`src/spi_evt_regs.vh`:
```
// Register map, field positions and reset values of the serial event and baud block.
`ifndef SPI_EVT_REGS_VH
`define SPI_EVT_REGS_VH
// ==========================================================================
// Register byte offsets.
`define OFS_CTRL        6'h00
`define OFS_STATUS      6'h04
`define OFS_ELEMENTS    6'h08
`define OFS_EVT_ENABLE  6'h0C
`define OFS_WMARK       6'h10
`define OFS_BAUD        6'h14
`define OFS_BUFFER      6'h18
`define OFS_IRQ_STAT    6'h1C
`define OFS_IRQ_MASK    6'h20
`define ADDR_W          6
// ==========================================================================
// Control register fields.
`define CTRL_ENABLE     0
`define CTRL_ENHANCED   1
// Status / event enable bit positions.
`define ST_RX_FULL      0
`define ST_TX_FULL      1
`define ST_TX_EMPTY     3
`define ST_RX_EMPTY     5
`define ST_OVERFLOW     6
`define ST_SHIFT_EMPTY  7
`define ST_UNDERRUN     8
`define ST_ACTIVITY     11
// Watermark register fields.
`define WM_TX_LVL_LSB   0
`define WM_TX_EN        7
`define WM_RX_LVL_LSB   8
`define WM_RX_EN        15
// Interrupt status bit positions.
`define IRQ_EVENT       0
`define IRQ_RX_WMARK    1
`define IRQ_TX_WMARK    2
// ==========================================================================
// Sizes and reset values.
`define FIFO_DEPTH      6'h10
`define WORD_W          8
`define BAUD_W          13
`define EVT_MASK        16'h09EB
`define RST_ZERO        16'h0000
`define RESP_OKAY       2'h0
`define RESP_SLVERR     2'h2
`endif

```
`src/spi_baud_gen.v`:
```
// Serial clock divider: toggles the serial clock every divider plus one cycles.
`timescale 1ns/10ps
`default_nettype none
`include "spi_evt_regs.vh"
module spi_baud_gen (
	input  wire                 clk_i,   // Peripheral clock.
	input  wire                 nrst_i,  // Asynchronous reset, active low.
	input  wire                 ce_i,    // Clock enable.
	input  wire                 run_i,   // Divider runs while high.
	input  wire [`BAUD_W-1:0]   div_i,   // Divider register value.
	output reg                  sck_o,   // Divided serial clock.
	output reg                  tick_o   // Pulse at each falling serial edge.
);
	reg [`BAUD_W-1:0] cnt_r;

	// ======================================================================
	// Half period of div+1 cycles gives clk/(2*(div+1)).
	always @(posedge clk_i or negedge nrst_i) begin
		if (!nrst_i) begin
			cnt_r  <= {`BAUD_W{1'b0}};
			sck_o  <= 1'b0;
			tick_o <= 1'b0;
		end else if (ce_i) begin
			tick_o <= 1'b0;
			if (!run_i) begin
				cnt_r <= {`BAUD_W{1'b0}};
				sck_o <= 1'b0;
			end else if (cnt_r >= div_i) begin
				cnt_r  <= {`BAUD_W{1'b0}};
				sck_o  <= ~sck_o;
				tick_o <= sck_o;
			end else begin
				cnt_r <= cnt_r + 1'b1;
			end
		end
	end
endmodule // spi_baud_gen
`default_nettype wire

```
`src/spi_event_top.v`:
```
// Serial interface event, watermark, buffer window and baud logic with AXI4-Lite registers.
//
// Summary of operation
// - Activity flag raises event when enabled.
// - Underrun raises event when enabled.
// - Shift empty raises event when enabled.
// - Overflow raises event when enabled.
// - Receive empty raises event when enabled.
// - Level bits exist per FIFO depth.
// - Serial clock is clk over 2(div+1).
// - One buffer address: write transmit, read receive.
// - Six-bit element counts feed watermark compare.
// - Word arriving into full receive sets overflow.
`timescale 1ns/10ps
`default_nettype none
`include "spi_evt_regs.vh"
module spi_event_top (
	input  wire                 clk_i,          // Peripheral clock, 250 MHz.
	input  wire                 nrst_i,         // Asynchronous reset, active low.
	input  wire                 ce_i,           // Clock enable, freezes state when low.
	input  wire [`ADDR_W-1:0]   s_axi_awaddr,   // Write address.
	input  wire                 s_axi_awvalid,  // Write address valid.
	output reg                  s_axi_awready,  // Write address ready.
	input  wire [31:0]          s_axi_wdata,    // Write data.
	input  wire [3:0]           s_axi_wstrb,    // Write byte strobes.
	input  wire                 s_axi_wvalid,   // Write data valid.
	output reg                  s_axi_wready,   // Write data ready.
	output reg  [1:0]           s_axi_bresp,    // Write response.
	output reg                  s_axi_bvalid,   // Write response valid.
	input  wire                 s_axi_bready,   // Write response ready.
	input  wire [`ADDR_W-1:0]   s_axi_araddr,   // Read address.
	input  wire                 s_axi_arvalid,  // Read address valid.
	output reg                  s_axi_arready,  // Read address ready.
	output reg  [31:0]          s_axi_rdata,    // Read data.
	output reg  [1:0]           s_axi_rresp,    // Read response.
	output reg                  s_axi_rvalid,   // Read data valid.
	input  wire                 s_axi_rready,   // Read data ready.
	input  wire                 sdi_i,          // Serial data in.
	output reg                  sdo_o,          // Serial data out.
	output reg                  sck_o,          // Serial clock out.
	output reg                  irq_o           // Interrupt, level, active high.
);
	localparam CW = 6;                           // Element count width.
	localparam [CW-1:0] DEPTH = `FIFO_DEPTH;
	// Level bit 2 needs depth 8, bit 3 needs 16 and bit 4 needs 32; bit 5 is
	// never kept, so absent bits always read back as zero.
	localparam [CW-1:0] LVL_MASK = (DEPTH >= 6'd32) ? 6'h1F :
	                                (DEPTH >= 6'd16) ? 6'h0F :
	                                (DEPTH >= 6'd8)  ? 6'h07 : 6'h03;
	// Event enable bits that exist; the rest read as zero.
	localparam [15:0] EN_MASK = `EVT_MASK;

	// ======================================================================
	// Registers.
	reg  [1:0]           ctrl_r;
	reg  [15:0]          evt_en_r;
	reg  [15:0]          wmark_r;
	reg  [`BAUD_W-1:0]   baud_r;
	reg  [2:0]           irq_stat_r;
	reg  [2:0]           irq_mask_r;
	reg  [`WORD_W-1:0]   tx_mem [0:15];
	reg  [`WORD_W-1:0]   rx_mem [0:15];
	reg  [3:0]           tx_rd_r, tx_wr_r, rx_rd_r, rx_wr_r;
	reg  [CW-1:0]        tx_cnt_r, rx_cnt_r;
	reg                  overflow_r, underrun_r;
	reg  [`WORD_W-1:0]   shreg_r, rxsh_r;
	reg  [3:0]           bit_r;
	reg                  active_r;
	reg  [`ADDR_W-1:0]   aw_r;
	reg  [31:0]          wd_r;
	reg  [3:0]           ws_r;
	reg                  aw_ok_r, w_ok_r;
	wire                 sck_w, tick_w;
	wire                 baud_run;

	// ======================================================================
	// Baud divider runs only while a word is being shifted, so the serial
	// clock stands still low between words.
	spi_baud_gen u_baud (
		.clk_i  (clk_i),
		.nrst_i (nrst_i),
		.ce_i   (ce_i),
		.run_i  (baud_run),
		.div_i  (baud_r),
		.sck_o  (sck_w),
		.tick_o (tick_w)
	);

	// ======================================================================
	// Status flags; standard mode sees the buffers as one entry deep.
	wire enh       = ctrl_r[`CTRL_ENHANCED];
	wire [CW-1:0] cap = enh ? DEPTH : 6'd1;
	wire tx_empty  = (tx_cnt_r == 6'd0);
	wire tx_full   = (tx_cnt_r == cap);
	wire rx_empty  = (rx_cnt_r == 6'd0);
	wire rx_full   = (rx_cnt_r == cap);
	wire shift_mt  = tx_empty && !active_r;
	wire [15:0] status;
	assign status = {4'h0, active_r, 2'b00, underrun_r, shift_mt, overflow_r,
	                 rx_empty, 1'b0, tx_empty, 1'b0, tx_full, rx_full};

	// Each enabled flag raises the shared event line.
	wire event_any = |(status & evt_en_r & `EVT_MASK);

	// Watermark compare; level bits above LVL_MASK are dropped, so a level written above depth compares by its low bits.
	wire [CW-1:0] rx_lvl = wmark_r[`WM_RX_LVL_LSB +: CW] & LVL_MASK;
	wire [CW-1:0] tx_lvl = wmark_r[`WM_TX_LVL_LSB +: CW] & LVL_MASK;
	wire rx_wm = wmark_r[`WM_RX_EN] && (rx_lvl <= DEPTH) && (rx_lvl <= rx_cnt_r);
	wire tx_wm = wmark_r[`WM_TX_EN] && (tx_lvl <= DEPTH) && (tx_lvl == tx_cnt_r);
	wire [2:0] irq_src = {tx_wm, rx_wm, event_any};

	// ======================================================================
	// Bus decode for the write that completes this cycle.
	wire wr_go   = aw_ok_r && w_ok_r && !s_axi_bvalid;
	wire rd_go   = s_axi_arvalid && s_axi_arready;
	wire wr_buf  = wr_go && (aw_r == `OFS_BUFFER) && ws_r[0];
	wire rd_buf  = rd_go && (s_axi_araddr == `OFS_BUFFER);
	// Software writes push transmit data, reads pop receive data.
	wire tx_push = wr_buf && !tx_full && ctrl_r[`CTRL_ENABLE];
	wire rx_pop  = rd_buf && !rx_empty;
	wire tx_pop  = !active_r && !tx_empty && ctrl_r[`CTRL_ENABLE];
	wire word_done = active_r && tick_w && (bit_r == 4'd`WORD_W - 4'd1);
	// The divider stops on the edge that ends a word; left running, a zero
	// divider would show one stray serial clock pulse after the last bit.
	assign baud_run = active_r && !word_done;
	// A received word only exists because a transmit was started.
	wire rx_push = word_done && !rx_full;

	// ======================================================================
	// Write channel: address and data taken in either order.
	// A new request is held off while a response waits: one write at a time.
	always @(posedge clk_i or negedge nrst_i) begin
		if (!nrst_i) begin
			aw_ok_r <= 1'b0;
			w_ok_r  <= 1'b0;
			aw_r    <= {`ADDR_W{1'b0}};
			wd_r    <= 32'h00000000;
			ws_r    <= 4'h0;
			s_axi_awready <= 1'b0;
			s_axi_wready  <= 1'b0;
			s_axi_bvalid  <= 1'b0;
			s_axi_bresp   <= `RESP_OKAY;
		end else if (ce_i) begin
			s_axi_awready <= !aw_ok_r && !s_axi_awready && s_axi_awvalid && !s_axi_bvalid;
			s_axi_wready  <= !w_ok_r && !s_axi_wready && s_axi_wvalid && !s_axi_bvalid;
			if (s_axi_awvalid && s_axi_awready) begin
				aw_ok_r <= 1'b1;
				aw_r    <= s_axi_awaddr;
			end
			if (s_axi_wvalid && s_axi_wready) begin
				w_ok_r <= 1'b1;
				wd_r   <= s_axi_wdata;
				ws_r   <= s_axi_wstrb;
			end
			if (wr_go) begin
				aw_ok_r <= 1'b0;
				w_ok_r  <= 1'b0;
				s_axi_bvalid <= 1'b1;
				s_axi_bresp  <= (aw_r[1:0] != 2'b00 || aw_r > `OFS_IRQ_MASK) ?
				                `RESP_SLVERR : `RESP_OKAY;
			end else if (s_axi_bvalid && s_axi_bready) begin
				s_axi_bvalid <= 1'b0;
			end
		end
	end

	// ======================================================================
	// Software registers; byte strobes select the lanes written.
	always @(posedge clk_i or negedge nrst_i) begin
		if (!nrst_i) begin
			ctrl_r     <= 2'b00;
			evt_en_r   <= `RST_ZERO;
			wmark_r    <= `RST_ZERO;
			baud_r     <= {`BAUD_W{1'b0}};
			irq_mask_r <= 3'b000;
		end else if (ce_i && wr_go) begin
			if (aw_r == `OFS_CTRL && ws_r[0])
				ctrl_r <= wd_r[1:0];
			if (aw_r == `OFS_EVT_ENABLE) begin
				if (ws_r[0])
					evt_en_r[7:0] <= wd_r[7:0] & EN_MASK[7:0];
				if (ws_r[1])
					evt_en_r[15:8] <= wd_r[15:8] & EN_MASK[15:8];
			end else if (aw_r == `OFS_WMARK) begin
				if (ws_r[0])
					wmark_r[7:0] <= wd_r[7:0] & {1'b1, 1'b0, LVL_MASK};
				if (ws_r[1])
					wmark_r[15:8] <= wd_r[15:8] & {1'b1, 1'b0, LVL_MASK};
			end else if (aw_r == `OFS_BAUD) begin
				if (ws_r[0])
					baud_r[7:0] <= wd_r[7:0];
				if (ws_r[1])
					baud_r[`BAUD_W-1:8] <= wd_r[`BAUD_W-1:8];
			end else if (aw_r == `OFS_IRQ_MASK && ws_r[0]) begin
				irq_mask_r <= wd_r[2:0];
			end
		end
	end

	// ======================================================================
	// Sticky interrupt status: a new event wins over a write-one clear.
	// The interrupt line lags the status by one cycle, as it comes from a flop.
	always @(posedge clk_i or negedge nrst_i) begin
		if (!nrst_i) begin
			irq_stat_r <= 3'b000;
			irq_o      <= 1'b0;
		end else if (ce_i) begin
			irq_stat_r <= (irq_stat_r &
			              ~((wr_go && aw_r == `OFS_IRQ_STAT && ws_r[0]) ? wd_r[2:0] : 3'b000))
			              | irq_src;
			irq_o <= |(irq_stat_r & irq_mask_r);
		end
	end

	// ======================================================================
	// Read channel: one-cycle address accept, data the next cycle.
	// The data register keeps its value after the handshake, so the bus does
	// not toggle between reads.
	always @(posedge clk_i or negedge nrst_i) begin
		if (!nrst_i) begin
			s_axi_arready <= 1'b0;
			s_axi_rvalid  <= 1'b0;
			s_axi_rdata   <= 32'h00000000;
			s_axi_rresp   <= `RESP_OKAY;
		end else if (ce_i) begin
			s_axi_arready <= s_axi_arvalid && !s_axi_arready && !s_axi_rvalid;
			if (rd_go) begin
				s_axi_rvalid <= 1'b1;
				s_axi_rresp  <= `RESP_OKAY;
				if (s_axi_araddr == `OFS_CTRL)
					s_axi_rdata <= {30'h0, ctrl_r};
				else if (s_axi_araddr == `OFS_STATUS)
					s_axi_rdata <= {16'h0, status};
				else if (s_axi_araddr == `OFS_ELEMENTS)
					s_axi_rdata <= {18'h0, rx_cnt_r, 2'b00, tx_cnt_r};
				else if (s_axi_araddr == `OFS_EVT_ENABLE)
					s_axi_rdata <= {16'h0, evt_en_r};
				else if (s_axi_araddr == `OFS_WMARK)
					s_axi_rdata <= {16'h0, wmark_r};
				else if (s_axi_araddr == `OFS_BAUD)
					s_axi_rdata <= {19'h0, baud_r};
				else if (s_axi_araddr == `OFS_BUFFER)
					s_axi_rdata <= {24'h0, rx_mem[rx_rd_r]};
				else if (s_axi_araddr == `OFS_IRQ_STAT)
					s_axi_rdata <= {29'h0, irq_stat_r};
				else if (s_axi_araddr == `OFS_IRQ_MASK)
					s_axi_rdata <= {29'h0, irq_mask_r};
				else begin
					s_axi_rdata <= 32'h00000000;
					s_axi_rresp <= `RESP_SLVERR;
				end
			end else if (s_axi_rvalid && s_axi_rready) begin
				s_axi_rvalid <= 1'b0;
			end
		end
	end

	// ======================================================================
	// Buffers and element counts. Reads of an empty receive buffer return
	// the stale entry without moving the pointer.
	always @(posedge clk_i) begin
		if (ce_i && tx_push)
			tx_mem[tx_wr_r] <= wd_r[`WORD_W-1:0];
		if (ce_i && rx_push)
			rx_mem[rx_wr_r] <= {rxsh_r[`WORD_W-2:0], sdi_i};
	end

	always @(posedge clk_i or negedge nrst_i) begin
		if (!nrst_i) begin
			tx_rd_r <= 4'h0;
			tx_wr_r <= 4'h0;
			rx_rd_r <= 4'h0;
			rx_wr_r <= 4'h0;
			tx_cnt_r <= 6'd0;
			rx_cnt_r <= 6'd0;
			overflow_r <= 1'b0;
			underrun_r <= 1'b0;
		end else if (ce_i) begin
			if (tx_push)
				tx_wr_r <= tx_wr_r + 4'h1;
			if (tx_pop)
				tx_rd_r <= tx_rd_r + 4'h1;
			if (rx_push)
				rx_wr_r <= rx_wr_r + 4'h1;
			if (rx_pop)
				rx_rd_r <= rx_rd_r + 4'h1;
			tx_cnt_r <= tx_cnt_r + {5'd0, tx_push} - {5'd0, tx_pop};
			rx_cnt_r <= rx_cnt_r + {5'd0, rx_push} - {5'd0, rx_pop};
			// Overflow is sticky; set wins over a write-one clear.
			if (word_done && rx_full)
				overflow_r <= 1'b1;
			else if (wr_go && aw_r == `OFS_STATUS && ws_r[0] && wd_r[`ST_OVERFLOW])
				overflow_r <= 1'b0;
			// Underrun: word finished with nothing queued; cleared by disable.
			if (!ctrl_r[`CTRL_ENABLE])
				underrun_r <= 1'b0;
			else if (word_done && tx_empty && !tx_push)
				underrun_r <= 1'b1;
			else if (tx_push)
				underrun_r <= 1'b0;
		end
	end

	// ======================================================================
	// Shifter: MSB first; input sampled and output moved at the falling serial edge.
	// The first bit is driven when the word is loaded, so the far side sees it
	// before the first rising serial edge.
	always @(posedge clk_i or negedge nrst_i) begin
		if (!nrst_i) begin
			shreg_r  <= {`WORD_W{1'b0}};
			rxsh_r   <= {`WORD_W{1'b0}};
			bit_r    <= 4'h0;
			active_r <= 1'b0;
			sdo_o    <= 1'b0;
			sck_o    <= 1'b0;
		end else if (ce_i) begin
			sck_o <= sck_w;
			if (tx_pop) begin
				shreg_r  <= tx_mem[tx_rd_r];
				sdo_o    <= tx_mem[tx_rd_r][`WORD_W-1];
				bit_r    <= 4'h0;
				active_r <= 1'b1;
			end else if (active_r && tick_w) begin
				rxsh_r  <= {rxsh_r[`WORD_W-2:0], sdi_i};
				shreg_r <= {shreg_r[`WORD_W-2:0], 1'b0};
				sdo_o   <= shreg_r[`WORD_W-2];
				bit_r   <= bit_r + 4'h1;
				if (word_done)
					active_r <= 1'b0;
			end
		end
	end
endmodule // spi_event_top
`default_nettype wire

```
`config.mk`:
```
export PLATFORM = sky130hd
export DESIGN_NAME = spi_event_top
export DESIGN_NICKNAME = d
export VERILOG_FILES = /design/src/spi_baud_gen.v /design/src/spi_event_top.v
export VERILOG_INCLUDE_DIRS = /design/src
export SDC_FILE = /design/constraint.sdc
export NUM_CORES = 1
export LEC_CHECK = 0
export ABC_CLOCK_PERIOD_IN_PS = 3300
export BUFFER_PORTS_ARGS = -buffer_cell sky130_fd_sc_hd__buf_2
export CORE_UTILIZATION = 26
export CTS_BUF_LIST = sky130_fd_sc_hd__clkbuf_4 sky130_fd_sc_hd__clkbuf_8 sky130_fd_sc_hd__clkbuf_16
export CTS_CLUSTER_DIAMETER = 50
export DETAILED_ROUTE_END_ITERATION = 10
export GPL_TIMING_DRIVEN = 1
export PLACE_DENSITY = 0.47
export SYNTH_ARGS = -nofsm -noshare
export SYNTH_HDL_FRONTEND = slang
export SYNTH_SLANG_ARGS = --single-unit
```
`constraint.sdc`:
```
create_clock -name clk_i -period 3.3 [get_ports clk_i]
set_clock_uncertainty 0.2 [all_clocks]
set_input_delay 0.66 -clock clk_i [delete_from_list [all_inputs] [get_ports clk_i]]
set_output_delay 0.66 -clock clk_i [all_outputs]
set_load 0.005 [all_outputs]
```
==> reports/metrics.yaml <==
status:
  status: "completed"
grt:
  overflow: 0
  grt_pass1_wl_mm: 71.7
  grtUsageTotal_pct: 13.3
  grt_max_degree: 47
  antenna_found_initial: 2
  grt_pass1_vias: 11300
cts:
  clock_sinks: 408
  clk_pin_slew_ns: 0.06
  clk_latency_ns: 0.60
  ctsLongestPathBuffers: 3
  cts-root-buf: "clkbuf_16"
  cts_buffers: 51
  cts.htree.levels: 2
  post_cts_buffers: 0
  tritoncts: "done"
place:
  finalWeightedCongestion: 0.816
  dp_hpwl_mm: 32.2
  portBuffers: 61
route:
  drc_errors: 0
  avgRoutedWirePerCell_um: 19.9
  vias_per_cell: 4.59
  wl_mm: 46.9
  drtIter0Drc: 595
  ant_nets: 0
  num_vias: 10800
  firstDrtPassIters: 5
die:
  boundaryPins: 101
  die_h_um: 267
  dieWidth_um: 267
  dieArea_mm2: 0.0715
  core_mm2: 0.0692
  floorplan.initialDensity_pct: 26.5
  fp-row-count: 96
critical_path:
  crit_fanout: 5
  critPathCaptureType: "register"
  cp.required_ns: 3.56
  cp-start-kind: "register"
  criticalPathCategory: "reg -> reg"
  arrival_ns: 3.38
  r2r_cells: 12
cells_and_area:
  register_area_mm2: 0.0115
  num-nets-final: 1491
  n_fill_cell: 6901
  diodes: 0
  drive_above_1_share_pct: 27.5
  area_delta_synth_final_pct: 19.6
  multi_input_area_mm2: 0.00630
sta:
  fin_crit_ns: 3.12
  worstMarginPinSlew_ns: 1.01
  final-hold-violation-count: 0
  timing.hold.ws_ns: 0.0854
  max_slew_margin_pct: 32.9
  finalSetupViolCount: 0
  fmax_mhz: 321
  drv_slew: 0
  rsz0062_at_grt: "true"
  finalCritPeriodShare_pct: 94.4
  final.setup.tns_ns: 0
power:
  power_density_mw_per_mm2: 709
  leakagePower_nw: 8.34
  p_sw_mw: 4.40
  p_sw_share_pct: 28.3
  seqPwrFrac_pct: 44.2
  pwr-share-clk_pct: 39.4
  p_int_mw: 11.2
  comb_power_share_pct: 16.4
  vdd_drop_max_mv: 0.362
synth:
  synthTopCellsByArea: "edfxtp_1 (42%), dfrtp_1 (21%), mux4_2 (7.6%), mux2_2 (4.4%), ha_1 (3.1%)"
  synth-edff-count: 256
  netlist_instances: 1266
  synth_flop_cell: "edfxtp_1"
  synth_top_cell_area_share_pct: 42.0
  ys_seq_area_share_pct: 62.7
  ys_ff_latch: 408
  synth_top_area_cell: "edfxtp_1"
  yosys_warnings: 0
  ys_async_sr_fraction_pct: 37.3
  yosysUniqueCellTypes: 88
  synth_area_per_cell_um2: 14.5
  syn-cell-area_mm2: 0.0183
hold_path:
  whs_path_depth: 3
  hold_path.class: "in -> reg"
run:
  max-cap-violations: 0
-- final timing paths --
check / endpoint / slack (ns) / from
setup / recovery: rx_cnt_r[4] / 0.18 / bit_r[0]
hold / removal: s_axi_awready / 0.09 / s_axi_awvalid
setup reg to reg: rx_cnt_r[4] / 0.18 / bit_r[0]
hold reg to reg: s_axi_rdata[13] / 0.28 / s_axi_rdata[13]
max in group asynchronous: baud_r[9] / 1.74 / nrst_i
min in group asynchronous: wd_r[5] / 0.38 / nrst_i
-- Yosys cell counts (6+ instances only) --
cell,instances
a31oi_1,12
buf_2,21
dfrtp_1,152
buf_6,6
and3_1,9
ha_1,45
nand2_1,103
buf_4,26
a221oi_1,10
inv_1,60
mux4_2,62
clkbuf_1,14
a21oi_1,36
mux2i_1,21
o21ai_0,37
xor2_1,9
edfxtp_1,256
nor4_1,8
nand4_1,17
nor2_1,66
xnor2_1,23
nor2b_1,8
nor3_1,19
and2_1,22
mux2_2,71
nand3_1,32
-- state kept, by name, indices dropped and copies added, names as in the netlist, 6 cells and up --
register,count
tx_mem,128
evt_en_r,8
baud_r,13
shreg_r,7
rxsh_r,7
s_axi_rdata,15
rx_cnt_r,6
wd_r,14
u_baud.cnt_r,13
aw_r,6
tx_cnt_r,6
wmark_r,10
rx_mem,128
-- cell type report --
class                           count  area share, %
Inverter                           60           1.03
Tap cell                          931           5.32
Clock inverter                     34           2.29
Multi-Input combinational cell    743           28.7
Clock buffer                       62           6.34
Sequential cell                   408           52.4
Timing Repair Buffer              123           3.84
-- metal layers --
| layer | GRT usage [%] | share of wire [%] | vias up |
|---|---|---|---|
| li1 | - | - | 4980 |
| met1 | 18.6 | 47 | 5578 |
| met2 | 21.1 | 47 | 206 |
| met3 | 2.29 | 4.1 | 73 |
| met4 | 4.25 | 2.7 | 0 |
| met5 | 0 | 0 | - |
-- critical path, cell delays in order (launching register included) --
cell	delay, ns
dfrtp_1	0.45
ha_4	0.20
nand4b_1	0.24
or3_1	0.41
ha_1	0.29
inv_1	0.05
ha_1	0.20
fa_1	0.40
a21oi_1	0.16
nor2_1	0.06
nor2_1	0.11
xor2_1	0.15
mux2i_1	0.09
-- what timing repair did --
item,in CTS,in global routing
hold endpoints to repair,42,0
gates resized for setup,0,10
hold buffers,1,0
endpoints found under the setup margin,0,4
-- power groups by stage --
stage                     clock (mW)  combinational (mW)  sequential [mW]
after floorplan                    0                1.77             6.61
after global placement             0                2.50             6.95
after detailed placement           0                2.53             6.98
after CTS                       6.28                2.55             6.88
after global routing            6.48                2.85             6.95
final                           6.13                2.55             6.87
-- cell families after synthesis --
kind of cell,synth area share (%)
simple gates,9.44
flops,62.7
buf+inv,3.65
compound gates,6.00
mux,13.4
fa+ha+maj,3.29
xor+xnor,1.53
other cells,0.0205
-- through the flow --
step | std cells | total power, mW | area [µm²] | utilization [%] | setup slack [ns]
after CTS | 2361 | 15.7 | 21900 | 31.6 | 0.180
after detailed placement | 2264 | 9.51 | 20000 | 28.8 | 0.0737
after global routing | 2361 | 16.3 | 21900 | 31.7 | 0.0108
after global placement | 2264 | 9.45 | 20000 | 28.8 | 0.113
final | 2361 | 15.5 | 21900 | 31.7 | 0.184
after floorplan | 1284 | 8.38 | 18400 | - | 0.323
-- layout by cell type (no fill, tap or decap), types with 44 or more instances in the layout --
cell       synthesis  routed
ha_1              45      44
buf_4             26      56
mux2_2            71      71
buf_2             21      60
edfxtp_1         256     256
dfrtp_1          152     150
mux4_2            62      62
nand2_1          103     103
nor2_1            66      66
inv_1             60      60
clkbuf_16          0      52
Note: power is estimated with default switching activity, not from simulation.
